**src/include/boot_cfg_pkg.sv**
```systemverilog
// constants shared by the strap, reset and clock-enable logic
package boot_cfg_pkg;
    // ------------------------------------------------------------
    // clock and timing
    // ------------------------------------------------------------
    localparam int unsigned CLK_MHZ = 125;
    localparam int unsigned RESET_HOLD_NS = 1000;
    localparam int unsigned RESET_HOLD_CYCLES = (RESET_HOLD_NS * CLK_MHZ + 999) / 1000;
    localparam int unsigned CPU_DIV = 2;
    localparam int unsigned BUS_DIV = 2;
    // ------------------------------------------------------------
    // register byte addresses
    // ------------------------------------------------------------
    localparam logic [31:0] PLL_SETUP_ADDR = 32'hA090_0188;
    localparam logic [31:0] IDENTITY_ADDR = 32'hA090_0210;
    localparam logic [31:0] REMAP_CTRL_ADDR = 32'hA090_0214;
    localparam logic [31:0] RESET_CAUSE_ADDR = 32'hA090_0218;
    // ------------------------------------------------------------
    // address strap layout
    // ------------------------------------------------------------
    localparam int unsigned STRAP_W = 20;
    localparam int unsigned REF_STRAP_LSB = 0;
    localparam int unsigned OUT_STRAP_LSB = 5;
    localparam int unsigned PLL_MODE_STRAP = 7;
    localparam int unsigned VARIANT_STRAP_LSB = 9;
    localparam int unsigned PLATFORM_STRAP_LSB = 13;
    localparam int unsigned MEMCFG_STRAP_LSB = 17;
    localparam logic [4:0] REF_STRAP_XOR = 5'h18;
    // ------------------------------------------------------------
    // identity register fields
    // ------------------------------------------------------------
    localparam int unsigned ID_PLATFORM_LSB = 4;
    localparam int unsigned ID_VARIANT_LSB = 8;
    localparam int unsigned ID_MEMCFG_LSB = 12;
    // ------------------------------------------------------------
    // pll_setup fields and reset value
    // ------------------------------------------------------------
    localparam int unsigned PLL_REF_LSB = 0;
    localparam int unsigned PLL_OUT_LSB = 5;
    localparam int unsigned PLL_NORMAL_BIT = 7;
    localparam int unsigned PLL_MULT_LSB = 8;
    localparam logic [7:0] MULT_RESET = 8'h3C;
    // ------------------------------------------------------------
    // control and cause fields, memory map bases
    // ------------------------------------------------------------
    localparam int unsigned REMAP_BIT = 0;
    localparam int unsigned CAUSE_HARD = 0;
    localparam int unsigned CAUSE_SOFT = 1;
    localparam int unsigned CAUSE_PLL = 2;
    localparam int unsigned CAUSE_WDOG = 3;
    localparam logic [31:0] FLASH_BOOT_BASE = 32'h0000_0000;
    localparam logic [31:0] FLASH_RUN_BASE = 32'h5000_0000;
endpackage

```
**src/include/cfg_if.sv**
```systemverilog
// carrier between strap sampler, enable divider and the core
`timescale 1ns/1ps
interface cfg_if;
    logic strap_valid;
    logic [boot_cfg_pkg::STRAP_W-1:0] addr_strap;
    logic byte_order;
    logic debug_sel;
    logic soft_n;
    logic wdog;
    logic iface_en;
    logic cpu_en;
    logic bus_en;
    modport sampler (output strap_valid, addr_strap, byte_order, debug_sel, soft_n, wdog);
    modport divider (output iface_en, cpu_en, bus_en);
    modport core (input strap_valid, addr_strap, byte_order, debug_sel, soft_n, wdog,
        iface_en, cpu_en, bus_en);
endinterface

```
**src/logic/strap_sampler.sv**
```systemverilog
// pin synchronisers and strap capture after hard reset
`timescale 1ns/1ps
module strap_sampler (
    // clock and hard reset
    input wire logic clk,
    input wire logic rst,
    // board pins
    input wire logic [boot_cfg_pkg::STRAP_W-1:0] addr_pins,
    input wire logic byte_order_pin,
    input wire logic debug_sel_pin,
    input wire logic soft_n_pin,
    input wire logic wdog_pin,
    // towards the core
    cfg_if.sampler cfg
);
    localparam int unsigned N = boot_cfg_pkg::STRAP_W + 4;
    logic [N-1:0] pins;
    logic [N-1:0] meta;
    logic [N-1:0] sync;
    logic taken;

    assign pins = {wdog_pin, soft_n_pin, debug_sel_pin, byte_order_pin, addr_pins};

    // two flops per pin; first stage feeds only the second
    for (genvar i = 0; i < N; i++) begin : g_sync
        always_ff @(posedge clk) begin
            meta[i] <= pins[i];
            sync[i] <= meta[i];
        end
    end

    // live control pins pass straight on once synchronised
    assign cfg.soft_n = sync[N-2];
    assign cfg.wdog = sync[N-1];

    // straps caught once, after release of the hard reset only
    always_ff @(posedge clk) begin
        if (rst) begin
            taken <= 1'b0;
            cfg.strap_valid <= 1'b0;
            cfg.addr_strap <= '0;
            cfg.byte_order <= 1'b0;
            cfg.debug_sel <= 1'b0;
        end else if (!taken) begin
            taken <= 1'b1;
            cfg.strap_valid <= 1'b1;
            cfg.addr_strap <= sync[boot_cfg_pkg::STRAP_W-1:0];
            cfg.byte_order <= sync[N-4];
            cfg.debug_sel <= sync[N-3];
        end
    end
endmodule

```
**src/logic/clock_enable_divider.sv**
```systemverilog
// enable pulses for interface, processor and system bus rates
`timescale 1ns/1ps
module clock_enable_divider #(
    parameter int unsigned CPU_DIV = boot_cfg_pkg::CPU_DIV,
    parameter int unsigned BUS_DIV = boot_cfg_pkg::BUS_DIV
) (
    // clock and reset
    input wire logic clk,
    input wire logic rst,
    // enables out
    cfg_if.divider cfg
);
    logic [7:0] cpu_cnt;
    logic [7:0] bus_cnt;

    // processor rate is the pll rate over CPU_DIV, bus over BUS_DIV more
    always_ff @(posedge clk) begin
        if (rst) begin
            cpu_cnt <= '0;
            bus_cnt <= '0;
            cfg.iface_en <= 1'b0;
            cfg.cpu_en <= 1'b0;
            cfg.bus_en <= 1'b0;
        end else begin
            cfg.iface_en <= 1'b1;
            cfg.cpu_en <= (cpu_cnt == 8'(CPU_DIV - 1));
            cfg.bus_en <= (cpu_cnt == 8'(CPU_DIV - 1)) && (bus_cnt == 8'(BUS_DIV - 1));
            if (cpu_cnt == 8'(CPU_DIV - 1)) begin
                cpu_cnt <= '0;
                bus_cnt <= (bus_cnt == 8'(BUS_DIV - 1)) ? 8'h00 : bus_cnt + 8'h01;
            end else begin
                cpu_cnt <= cpu_cnt + 8'h01;
            end
        end
    end
endmodule

```
**src/logic/boot_strap_and_reset_config.sv**
```systemverilog
// strap capture, identity and pll registers, reset sequencing, boot remap
//
// Register access over APB was chosen for this implementation.
`timescale 1ns/1ps

module boot_strap_and_reset_config (
    // clock and hard reset pin
    input wire logic REF_CLK,
    input wire logic SYS_RST,
    // board straps and reset sources
    input wire logic [boot_cfg_pkg::STRAP_W-1:0] ADDR_STRAP,
    input wire logic BYTE_ORDER_STRAP,
    input wire logic DEBUG_MODE_SELECT,
    input wire logic SOFT_RESET_PIN_N,
    input wire logic WATCHDOG_TIMEOUT,
    // apb slave
    input wire logic PSEL,
    input wire logic PENABLE,
    input wire logic PWRITE,
    input wire logic [31:0] PADDR,
    input wire logic [31:0] PWDATA,
    output logic [31:0] PRDATA,
    output logic PREADY,
    output logic PSLVERR,
    // boot configuration outputs
    output logic BIG_ENDIAN,
    output logic DEBUG_MODE,
    output logic SCAN_TEST_ENABLE,
    output logic [4:0] REF_DIVIDER,
    output logic [1:0] OUTPUT_DIVIDER,
    output logic PLL_NORMAL,
    output logic [7:0] FEEDBACK_MULTIPLIER,
    // reset and memory map outputs
    output logic INTERNAL_RESET,
    output logic SDRAM_RETAIN,
    output logic PINMUX_RESET,
    output logic BOOT_REMAP,
    output logic [31:0] FLASH_BASE,
    // derived rate enables
    output logic IFACE_CLK_EN,
    output logic CPU_CLK_EN,
    output logic BUS_CLK_EN
);
    // ------------------------------------------------------------
    // local types and signals
    // ------------------------------------------------------------
    typedef enum {RUNNING, HOLDING} reset_state_type;

    localparam int unsigned HOLD_CYCLES = boot_cfg_pkg::RESET_HOLD_CYCLES;

    cfg_if cfg ();

    reset_state_type state;
    logic [15:0] hold_count;
    logic retain;
    logic wdog_q;
    logic soft_req;
    logic wdog_req;
    logic pll_req;
    logic any_req;
    logic ctrl_clear;
    logic pll_loaded;
    logic [4:0] ref_div;
    logic [1:0] out_div;
    logic pll_normal;
    logic [7:0] mult;
    logic remap;
    logic [3:0] cause;
    logic [31:0] identity;
    logic [31:0] pll_word;
    logic [31:0] next_prdata;
    logic next_slverr;
    logic access;
    logic wr_fire;
    logic wr_ok;

    // ------------------------------------------------------------
    // submodules
    // ------------------------------------------------------------
    strap_sampler u_sampler (
        .clk (REF_CLK),
        .rst (SYS_RST),
        .addr_pins (ADDR_STRAP),
        .byte_order_pin (BYTE_ORDER_STRAP),
        .debug_sel_pin (DEBUG_MODE_SELECT),
        .soft_n_pin (SOFT_RESET_PIN_N),
        .wdog_pin (WATCHDOG_TIMEOUT),
        .cfg (cfg.sampler)
    );

    clock_enable_divider #(
        .CPU_DIV (boot_cfg_pkg::CPU_DIV),
        .BUS_DIV (boot_cfg_pkg::BUS_DIV)
    ) u_divider (
        .clk (REF_CLK),
        .rst (SYS_RST),
        .cfg (cfg.divider)
    );

    // ------------------------------------------------------------
    // reset requests
    // ------------------------------------------------------------
    // watchdog edge, so a stuck timeout line gives one reset only
    always_ff @(posedge REF_CLK) begin
        if (SYS_RST) begin
            wdog_q <= 1'b0;
        end else begin
            wdog_q <= cfg.wdog;
        end
    end

    assign soft_req = !cfg.soft_n;
    assign wdog_req = cfg.wdog && !wdog_q;
    assign pll_req = wr_ok && (PADDR == boot_cfg_pkg::PLL_SETUP_ADDR);
    assign any_req = soft_req || wdog_req || pll_req;
    assign ctrl_clear = (state == RUNNING) && any_req;

    // ------------------------------------------------------------
    // internal reset sequencer
    // ------------------------------------------------------------
    // hold time counts only once the soft pin has let go
    always_ff @(posedge REF_CLK) begin
        if (SYS_RST) begin
            state <= HOLDING;
            hold_count <= '0;
            retain <= 1'b0;
        end else begin
            case (state)
                RUNNING: begin
                    if (any_req) begin
                        state <= HOLDING;
                        hold_count <= '0;
                        retain <= !pll_req;
                    end
                end
                HOLDING: begin
                    if (soft_req) begin
                        hold_count <= '0;
                    end else if (hold_count == 16'(HOLD_CYCLES - 1)) begin
                        state <= RUNNING;
                        retain <= 1'b1;
                    end else begin
                        hold_count <= hold_count + 16'h0001;
                    end
                end
                default: begin
                    state <= HOLDING;
                    hold_count <= '0;
                end
            endcase
        end
    end

    // ------------------------------------------------------------
    // pll setup register
    // ------------------------------------------------------------
    // strap fields reload only after a hard reset; soft and watchdog resets keep them, a pll write replaces them
    always_ff @(posedge REF_CLK) begin
        if (SYS_RST) begin
            pll_loaded <= 1'b0;
            ref_div <= '0;
            out_div <= '0;
            pll_normal <= 1'b0;
            mult <= boot_cfg_pkg::MULT_RESET;
        end else if (!pll_loaded && cfg.strap_valid) begin
            pll_loaded <= 1'b1;
            ref_div <= cfg.addr_strap[boot_cfg_pkg::REF_STRAP_LSB +: 5]
                ^ boot_cfg_pkg::REF_STRAP_XOR;
            out_div <= ~cfg.addr_strap[boot_cfg_pkg::OUT_STRAP_LSB +: 2];
            pll_normal <= cfg.addr_strap[boot_cfg_pkg::PLL_MODE_STRAP];
        end else if (pll_req) begin
            ref_div <= PWDATA[boot_cfg_pkg::PLL_REF_LSB +: 5];
            out_div <= PWDATA[boot_cfg_pkg::PLL_OUT_LSB +: 2];
            pll_normal <= PWDATA[boot_cfg_pkg::PLL_NORMAL_BIT];
            mult <= PWDATA[boot_cfg_pkg::PLL_MULT_LSB +: 8];
        end
    end

    // ------------------------------------------------------------
    // remap control
    // ------------------------------------------------------------
    // any reset sends the decoder back to boot mapping
    always_ff @(posedge REF_CLK) begin
        if (SYS_RST || ctrl_clear) begin
            remap <= 1'b0;
        end else if (wr_ok && (PADDR == boot_cfg_pkg::REMAP_CTRL_ADDR)) begin
            remap <= PWDATA[boot_cfg_pkg::REMAP_BIT];
        end
    end

    // ------------------------------------------------------------
    // reset cause, write one to clear, a new cause wins
    // ------------------------------------------------------------
    always_ff @(posedge REF_CLK) begin
        if (SYS_RST) begin
            cause <= 4'h1;
        end else begin
            for (int i = 0; i < 4; i++) begin
                if (wr_ok && (PADDR == boot_cfg_pkg::RESET_CAUSE_ADDR) && PWDATA[i]) begin
                    cause[i] <= 1'b0;
                end
            end
            if (ctrl_clear && soft_req) begin
                cause[boot_cfg_pkg::CAUSE_SOFT] <= 1'b1;
            end
            if (ctrl_clear && pll_req) begin
                cause[boot_cfg_pkg::CAUSE_PLL] <= 1'b1;
            end
            if (ctrl_clear && wdog_req) begin
                cause[boot_cfg_pkg::CAUSE_WDOG] <= 1'b1;
            end
        end
    end

    // ------------------------------------------------------------
    // read words
    // ------------------------------------------------------------
    // identity is built from straps frozen at hard reset release
    always_comb begin
        identity = '0;
        identity[boot_cfg_pkg::ID_PLATFORM_LSB +: 4] =
            cfg.addr_strap[boot_cfg_pkg::PLATFORM_STRAP_LSB +: 4];
        identity[boot_cfg_pkg::ID_VARIANT_LSB +: 4] =
            cfg.addr_strap[boot_cfg_pkg::VARIANT_STRAP_LSB +: 4];
        identity[boot_cfg_pkg::ID_MEMCFG_LSB +: 3] =
            cfg.addr_strap[boot_cfg_pkg::MEMCFG_STRAP_LSB +: 3];
    end

    always_comb begin
        pll_word = '0;
        pll_word[boot_cfg_pkg::PLL_REF_LSB +: 5] = ref_div;
        pll_word[boot_cfg_pkg::PLL_OUT_LSB +: 2] = out_div;
        pll_word[boot_cfg_pkg::PLL_NORMAL_BIT] = pll_normal;
        pll_word[boot_cfg_pkg::PLL_MULT_LSB +: 8] = mult;
    end

    // ------------------------------------------------------------
    // apb decode
    // ------------------------------------------------------------
    // unmapped address, identity write or access during reset: error
    always_comb begin
        next_prdata = '0;
        next_slverr = 1'b0;
        case (PADDR)
            boot_cfg_pkg::PLL_SETUP_ADDR: begin
                next_prdata = pll_word;
            end
            boot_cfg_pkg::IDENTITY_ADDR: begin
                next_prdata = identity;
                next_slverr = PWRITE;
            end
            boot_cfg_pkg::REMAP_CTRL_ADDR: begin
                next_prdata[boot_cfg_pkg::REMAP_BIT] = remap;
            end
            boot_cfg_pkg::RESET_CAUSE_ADDR: begin
                next_prdata[3:0] = cause;
            end
            default: begin
                next_slverr = 1'b1;
            end
        endcase
        if (state != RUNNING) begin
            next_slverr = 1'b1;
        end
        if (next_slverr) begin
            next_prdata = '0;
        end
    end

    assign access = PSEL && PENABLE && PREADY;
    assign wr_fire = access && PWRITE;
    assign wr_ok = wr_fire && !PSLVERR;

    // answer is prepared in the setup cycle, one access cycle, no waits
    always_ff @(posedge REF_CLK) begin
        if (SYS_RST) begin
            PREADY <= 1'b0;
            PRDATA <= '0;
            PSLVERR <= 1'b0;
        end else begin
            PREADY <= PSEL && !PENABLE;
            PRDATA <= (PSEL && !PENABLE && !PWRITE) ? next_prdata : 32'h0000_0000;
            PSLVERR <= PSEL && !PENABLE && next_slverr;
        end
    end

    // ------------------------------------------------------------
    // boot configuration outputs
    // ------------------------------------------------------------
    // straps stay frozen through soft, pll and watchdog resets
    always_ff @(posedge REF_CLK) begin
        if (SYS_RST) begin
            BIG_ENDIAN <= 1'b0;
            DEBUG_MODE <= 1'b0;
            SCAN_TEST_ENABLE <= 1'b0;
        end else begin
            BIG_ENDIAN <= cfg.strap_valid && cfg.byte_order;
            DEBUG_MODE <= cfg.strap_valid && !cfg.debug_sel;
            SCAN_TEST_ENABLE <= cfg.strap_valid && !cfg.debug_sel;
        end
    end

    // pll fields to the pll macro
    always_ff @(posedge REF_CLK) begin
        if (SYS_RST) begin
            REF_DIVIDER <= '0;
            OUTPUT_DIVIDER <= '0;
            PLL_NORMAL <= 1'b0;
            FEEDBACK_MULTIPLIER <= boot_cfg_pkg::MULT_RESET;
        end else begin
            REF_DIVIDER <= ref_div;
            OUTPUT_DIVIDER <= out_div;
            PLL_NORMAL <= pll_normal;
            FEEDBACK_MULTIPLIER <= mult;
        end
    end

    // ------------------------------------------------------------
    // reset and memory map outputs
    // ------------------------------------------------------------
    // pin multiplexing returns to default only under the hard reset pin
    always_ff @(posedge REF_CLK) begin
        if (SYS_RST) begin
            INTERNAL_RESET <= 1'b1;
            SDRAM_RETAIN <= 1'b0;
            PINMUX_RESET <= 1'b1;
            BOOT_REMAP <= 1'b0;
            FLASH_BASE <= boot_cfg_pkg::FLASH_BOOT_BASE;
        end else begin
            INTERNAL_RESET <= (state == HOLDING) || ctrl_clear;
            SDRAM_RETAIN <= ctrl_clear ? !pll_req : retain;
            PINMUX_RESET <= 1'b0;
            BOOT_REMAP <= remap && !ctrl_clear;
            FLASH_BASE <= (remap && !ctrl_clear) ? boot_cfg_pkg::FLASH_RUN_BASE
                : boot_cfg_pkg::FLASH_BOOT_BASE;
        end
    end

    // ------------------------------------------------------------
    // rate enables
    // ------------------------------------------------------------
    // one cycle late against the divider, phase relation is kept
    always_ff @(posedge REF_CLK) begin
        if (SYS_RST) begin
            IFACE_CLK_EN <= 1'b0;
            CPU_CLK_EN <= 1'b0;
            BUS_CLK_EN <= 1'b0;
        end else begin
            IFACE_CLK_EN <= cfg.iface_en;
            CPU_CLK_EN <= cfg.cpu_en;
            BUS_CLK_EN <= cfg.bus_en;
        end
    end
endmodule

```
**config.mk**
```make
export PLATFORM = sky130hd
export DESIGN_NAME = boot_strap_and_reset_config
export DESIGN_NICKNAME = d
export VERILOG_FILES = /design/src/include/boot_cfg_pkg.sv /design/src/include/cfg_if.sv /design/src/logic/strap_sampler.sv /design/src/logic/clock_enable_divider.sv /design/src/logic/boot_strap_and_reset_config.sv
export SDC_FILE = /design/constraint.sdc
export NUM_CORES = 1
export LEC_CHECK = 0
export ABC_CLOCK_PERIOD_IN_PS = 2250
export BUFFER_PORTS_ARGS = -buffer_cell sky130_fd_sc_hd__buf_2
export CAP_MARGIN = 20
export CORE_ASPECT_RATIO = 1.4
export CORE_MARGIN = 8
export CORE_UTILIZATION = 45
export CTS_CLUSTER_DIAMETER = 80
export DETAILED_ROUTE_END_ITERATION = 10
export PLACE_DENSITY = 0.71
export SYNTH_ARGS = -nofsm -noshare
export SYNTH_HDL_FRONTEND = slang
export SYNTH_HIERARCHICAL = 1
export SYNTH_SLANG_ARGS = --single-unit
```
**constraint.sdc**
```tcl
create_clock -name REF_CLK -period 2.25 [get_ports REF_CLK]
set_input_delay 0.3375 -clock REF_CLK [delete_from_list [all_inputs] [get_ports REF_CLK]]
set_output_delay 0.3375 -clock REF_CLK [all_outputs]
set_load 0.005 [all_outputs]
```
# After elaboration in Yosys (flattened, before gate mapping)
# Cells that the tools add are included.
# Widths: inputs -> output; s select.
word_totals:
  ff_bits: 253
  latchBits: 0
  ram_bits: 0
  romBits: 0
  out_inout_bits: 92
  word_cells: 194
  memories: 0
op_classes:
  add_sub_neg: 3
  multipliers: 0
  div: 0
  n_lt_le_gt_ge: 0
  eq_ne: 13
  shift: 0
  mux: 34
  n_bitwise: 4
  n_reduce_logical: 52
op_table:
  columns: ["op", "count"]
  rows:
  - ["$eq 32x32->1 const B", 4]
  - ["$mux 32", 3]
  - ["$logic_not 32->1", 2]
  - ["$pmux 32 s2", 1]
  - ["$mux 16", 3]
  - ["$eq 32x1->1 const B", 1]
  - ["$eq 32x2->1 const B", 1]
  - ["$pmux 16 s2", 1]
  - ["$reduce_bool 32->1", 1]
  - ["$mux 31", 1]
  - ["$logic_and 1x1->1", 24]
  - ["$pmux 12 s2", 1]
  - ["$add 16x1->16 const B", 1]
  - ["$add 8x1->8 const B", 2]
  - ["$eq 16x7->1 const B", 1]
  - ["$eq 8x1->1 const B", 2]
  - ["$mux 1", 15]
  - ["$mux 5", 2]
  - ["$reduce_bool 2->1", 5]
  - ["$logic_not 1->1", 9]
  - ["$mux 8", 1]
  - ["$pmux 3 s2", 1]
  - ["$reduce_or 3->1", 2]
  - ["$logic_or 1x1->1", 4]
  - ["other kinds (12)", 18]

# Longest topological paths before layout
depth:
  depth_word: 10
  ltp_mapped: 8
  mapped_depth_nobuf: 7

# Modules after synthesis
# Netlist, hierarchy kept.
modules_own_cells:
  columns: ["mod", "instances", "cells_each", "area_per_inst_um2", "seq_area_each_um2"]
  rows:
  - ["boot_strap_and_reset_config", 1, 417, 3838.7, 1681.6]
  - ["strap_sampler", 1, 124, 1816.7, 1441.4]
  - ["clock_enable_divider", 1, 87, 817.0, 380.4]

# Least setup slack after synthesis
# Ideal clock, no wire load.
synth_timing:
  kind: "in2reg"
  startpoint: "input port PADDR[18]"
  endpoint: "register hold_count[12]"
  setup_time_ns: 0.126
  arrival_ns: 1.847
  required_time_ns: 2.124
  setup_slack_ns: 0.276
  stages: 7
  path_buffers: 2
  cell_sequence: "nor4_2 > nand3_2 > nor4_4 > or3_1 > buf_4 > buf_6 > a31oi_1"
synth_between:
  elab_chain_cells: 5
synth_rtl:
  columns: ["element", "line_no", "rtl"]
  rows:
  - ["start, declared", "boot_strap_and_reset_config.sv:20", "input wire logic [31:0] PADDR,"]
  - ["$eq 32x32->1", "boot_strap_and_reset_config.sv:114", "assign pll_req = wr_ok && (PADDR == boot_cfg_pkg::PLL_SETUP_ADDR);"]
  - ["$logic_and 1x1->1", "boot_strap_and_reset_config.sv:114", null]
  - ["$logic_or 1x1->1", "boot_strap_and_reset_config.sv:115", "assign any_req = soft_req || wdog_req || pll_req;"]
  - ["$ne 2x2->1 (no line)", null, null]
  - ["$reduce_and 2->1 (no line)", null, null]
  - ["end signal, assigned", "boot_strap_and_reset_config.sv:143", "hold_count <= hold_count + 16'h0001;"]
  - ["end, declared", "boot_strap_and_reset_config.sv:54", "logic [15:0] hold_count;"]
# Every way passes these cells.
# A chain may end at the register's enable or synchronous reset.

# Worst setup path in the final report
layout_timing:
  startpoint: "register u_divider.cpu_cnt[0]"
  endpoint: "register u_divider.bus_cnt[0]"
layout_between:
  elab_chain_cells: 1
layout_rtl:
  columns: ["element", "line_no", "rtl"]
  rows:
  - ["start, declared", "clock_enable_divider.sv:13", "logic [7:0] cpu_cnt;"]
  - ["start signal, assigned", "clock_enable_divider.sv:32", "cpu_cnt <= cpu_cnt + 8'h01;"]
  - ["$eq 8x1->1", "clock_enable_divider.sv:28", "if (cpu_cnt == 8'(CPU_DIV - 1)) begin"]
  - ["end signal, assigned", "clock_enable_divider.sv:30", "bus_cnt <= (bus_cnt == 8'(BUS_DIV - 1)) ? 8'h00 : bus_cnt + 8'h01;"]
  - ["end, declared", "clock_enable_divider.sv:14", "logic [7:0] bus_cnt;"]
# Every way passes these cells.

==> metrics <==
FP Rows 51; max cap viols 0; footprint of the multi-input gates 2575 sq um; final setup fails 0; Reg power frac 49.4%; Clk pwr share 44.9%; Syn Inst Count 623; synth warn 6; FILL cells 1,312; Switching Share 23.38%; core footprint 13,910 sq um; Final Cycle Share 85.48%; Critical Path, Cell by Cell ha_1 -> nor4b_4 -> nand2_4 -> o21ai_0 -> nor2_1; CTS root buf clkbuf_16; CP max FO 10; Register Area 3443 sq um; Clock Skew 0.006492 ns; Worst path slowest cell o21ai_0; Gate power share 5.7%; vias in the first global route 4,661; Inserted Clock Buffers 17; Int Power 5.009 mW; Die Wd 116.8 um; vias per inst 4.995; max incr delay on CP 0.56 ns; RSZ-0062 raised after global routing no; first-pass GRT wire length 22,490 um; DP Wirelength 10,890 um; clk slew on worst S/H paths 0.06 ns; largest delay contributor family on the critical path simple AND/OR/NAND/NOR gates; Crit Path Class register to register; CTS tree done; synthesized cell area 6399 sq um; CP bufs+invs 0; worst hold-check path type input port to register; P&R area growth vs syn 20.69%; # hold bufs at CTS 3; syn avg cell area 10.27 sq um; vias 4,765; starting density of the core 46.00%; Die Footprint 18,350 sq um; largest net degree at the start of global routing 33; initial antenna violation count 0; htree depth 4; Slew @ Worst Pin 0.7488 ns; number of I/O pins 185; Routed Antenna Nets 0; gr ovfl total 0; setup_tns 0 ns; post-CTS setup buffer count 0; drt wl/cell 15.05 um; drt pass-1 iters 5; 1st-iter DRT viols 232; Total Nets Final 855; final hold violations 0; Slew HR 49.98%; NetSw 1.529 mW; Slew Limit Fails 0; die height 157.1 um; DRC viols 0; CP arrival 2.20 ns; clock tree buffer depth 2; fmax 519.9 MHz; CP Capture Type register; GRT Overall Usage 15.48%; Startpoint Class register; PwrDens 846.6 nW/um^2; drt total wl 14,360 um; Clk Latency, worst-skew pair 0.42 ns; Leak Pwr 3.267 nW; status finished clean; worst hold slack 0.02059 ns; Max VDD drop 0.0005675 V; IO buf count 121; antenna cells 0; share of layout cells above drive strength 1 24.84%; gpl congestion 0.8331; post-route minimum period 1.923 ns; Sink Count 172; PostCTS Resize Cnt 0; Worst Path Required 2.53 ns
==> stage by stage <==
stage	utilization, %	total power, mW	setup WS [ns]	instance area, sq um	instances
after global placement	50.55	3.634	0.1808	7032	913
after CTS	55.08	6.597	0.3416	7662	948
after global routing	55.51	6.795	0.1597	7722	954
after detailed placement	50.55	3.655	0.1277	7032	913
final	55.51	6.538	0.3267	7722	954
after floorplan	-	3.553	0.2763	6568	668
==> placed cells by master, fill, tap and decap left out, drive strengths merged, types with 4 or more instances in the layout <==
cell,n
nor3,11
or2,5
nor4b,5
xor2,8
nand3,16
buf,134
and3,6
mux2i,32
o21ai,14
a21oi,21
nand2b,4
a311oi,6
nor2,87
o311a,4
inv,20
a31oi,5
clkbuf,17
ha,6
conb,46
nand2,28
dlygate4sd3,9
nor2b,22
dfxtp,172
nand4,8
nor4,8
and2,5
a22oi,12
a211oi,14
==> worst paths after layout <==
path | start | end | slack (ns) | depth (start not counted)
setup / recovery | u_divider/cpu_cnt[0] | u_divider/bus_cnt[0] | 0.33 | 5
hold / removal | ADDR_STRAP[18] | u_sampler/meta[18] | 0.02 | 1
setup reg to reg | u_divider/cpu_cnt[0] | u_divider/bus_cnt[0] | 0.33 | 5
hold reg to reg | u_sampler/meta[7] | u_sampler/sync[7] | 0.32 | 0
==> power groups by stage <==
stage               registers (mW)  clock network (mW)  logic [mW]
finish                        3.23                2.94       0.372
global route                  3.24                3.14       0.413
CTS                           3.23                3.01       0.362
detailed placement            3.30                   0       0.356
global placement              3.29                   0       0.341
floorplan                     3.27                   0       0.281
==> cell type report <==
type                       count  share of cell area (%)
timing repair buffer         143                   10.76
clock inverter                15                   2.268
inverter                      11                  0.5347
multi-input combinational    411                   33.34
tap                          185                   2.997
clock buffer                  17                   5.509
sequential                   172                   44.59
==> state kept, by name, indices dropped and copies added (netlist names), 2 cells and up <==
register	cells
ref_div	5
OUTPUT_DIVIDER	2
cause	4
hold_count	16
u_sampler/cfg.addr_strap	19
u_sampler/meta	23
REF_DIVIDER	5
u_sampler/sync	21
u_divider/bus_cnt	8
FEEDBACK_MULTIPLIER	8
out_div	2
u_divider/cpu_cnt	8
mult	8
PRDATA	16
==> per-layer routing <==
layer | GRT usage (%) | routed length, um | vias to the layer above
li1 | - | - | 2346
met1 | 17.06 | 5552 | 2263
met2 | 28.03 | 7833 | 144
met3 | 3.298 | 800 | 12
met4 | 5.936 | 174 | 0
met5 | 0 | 0 | -
Power figures use the tool's default switching activity.
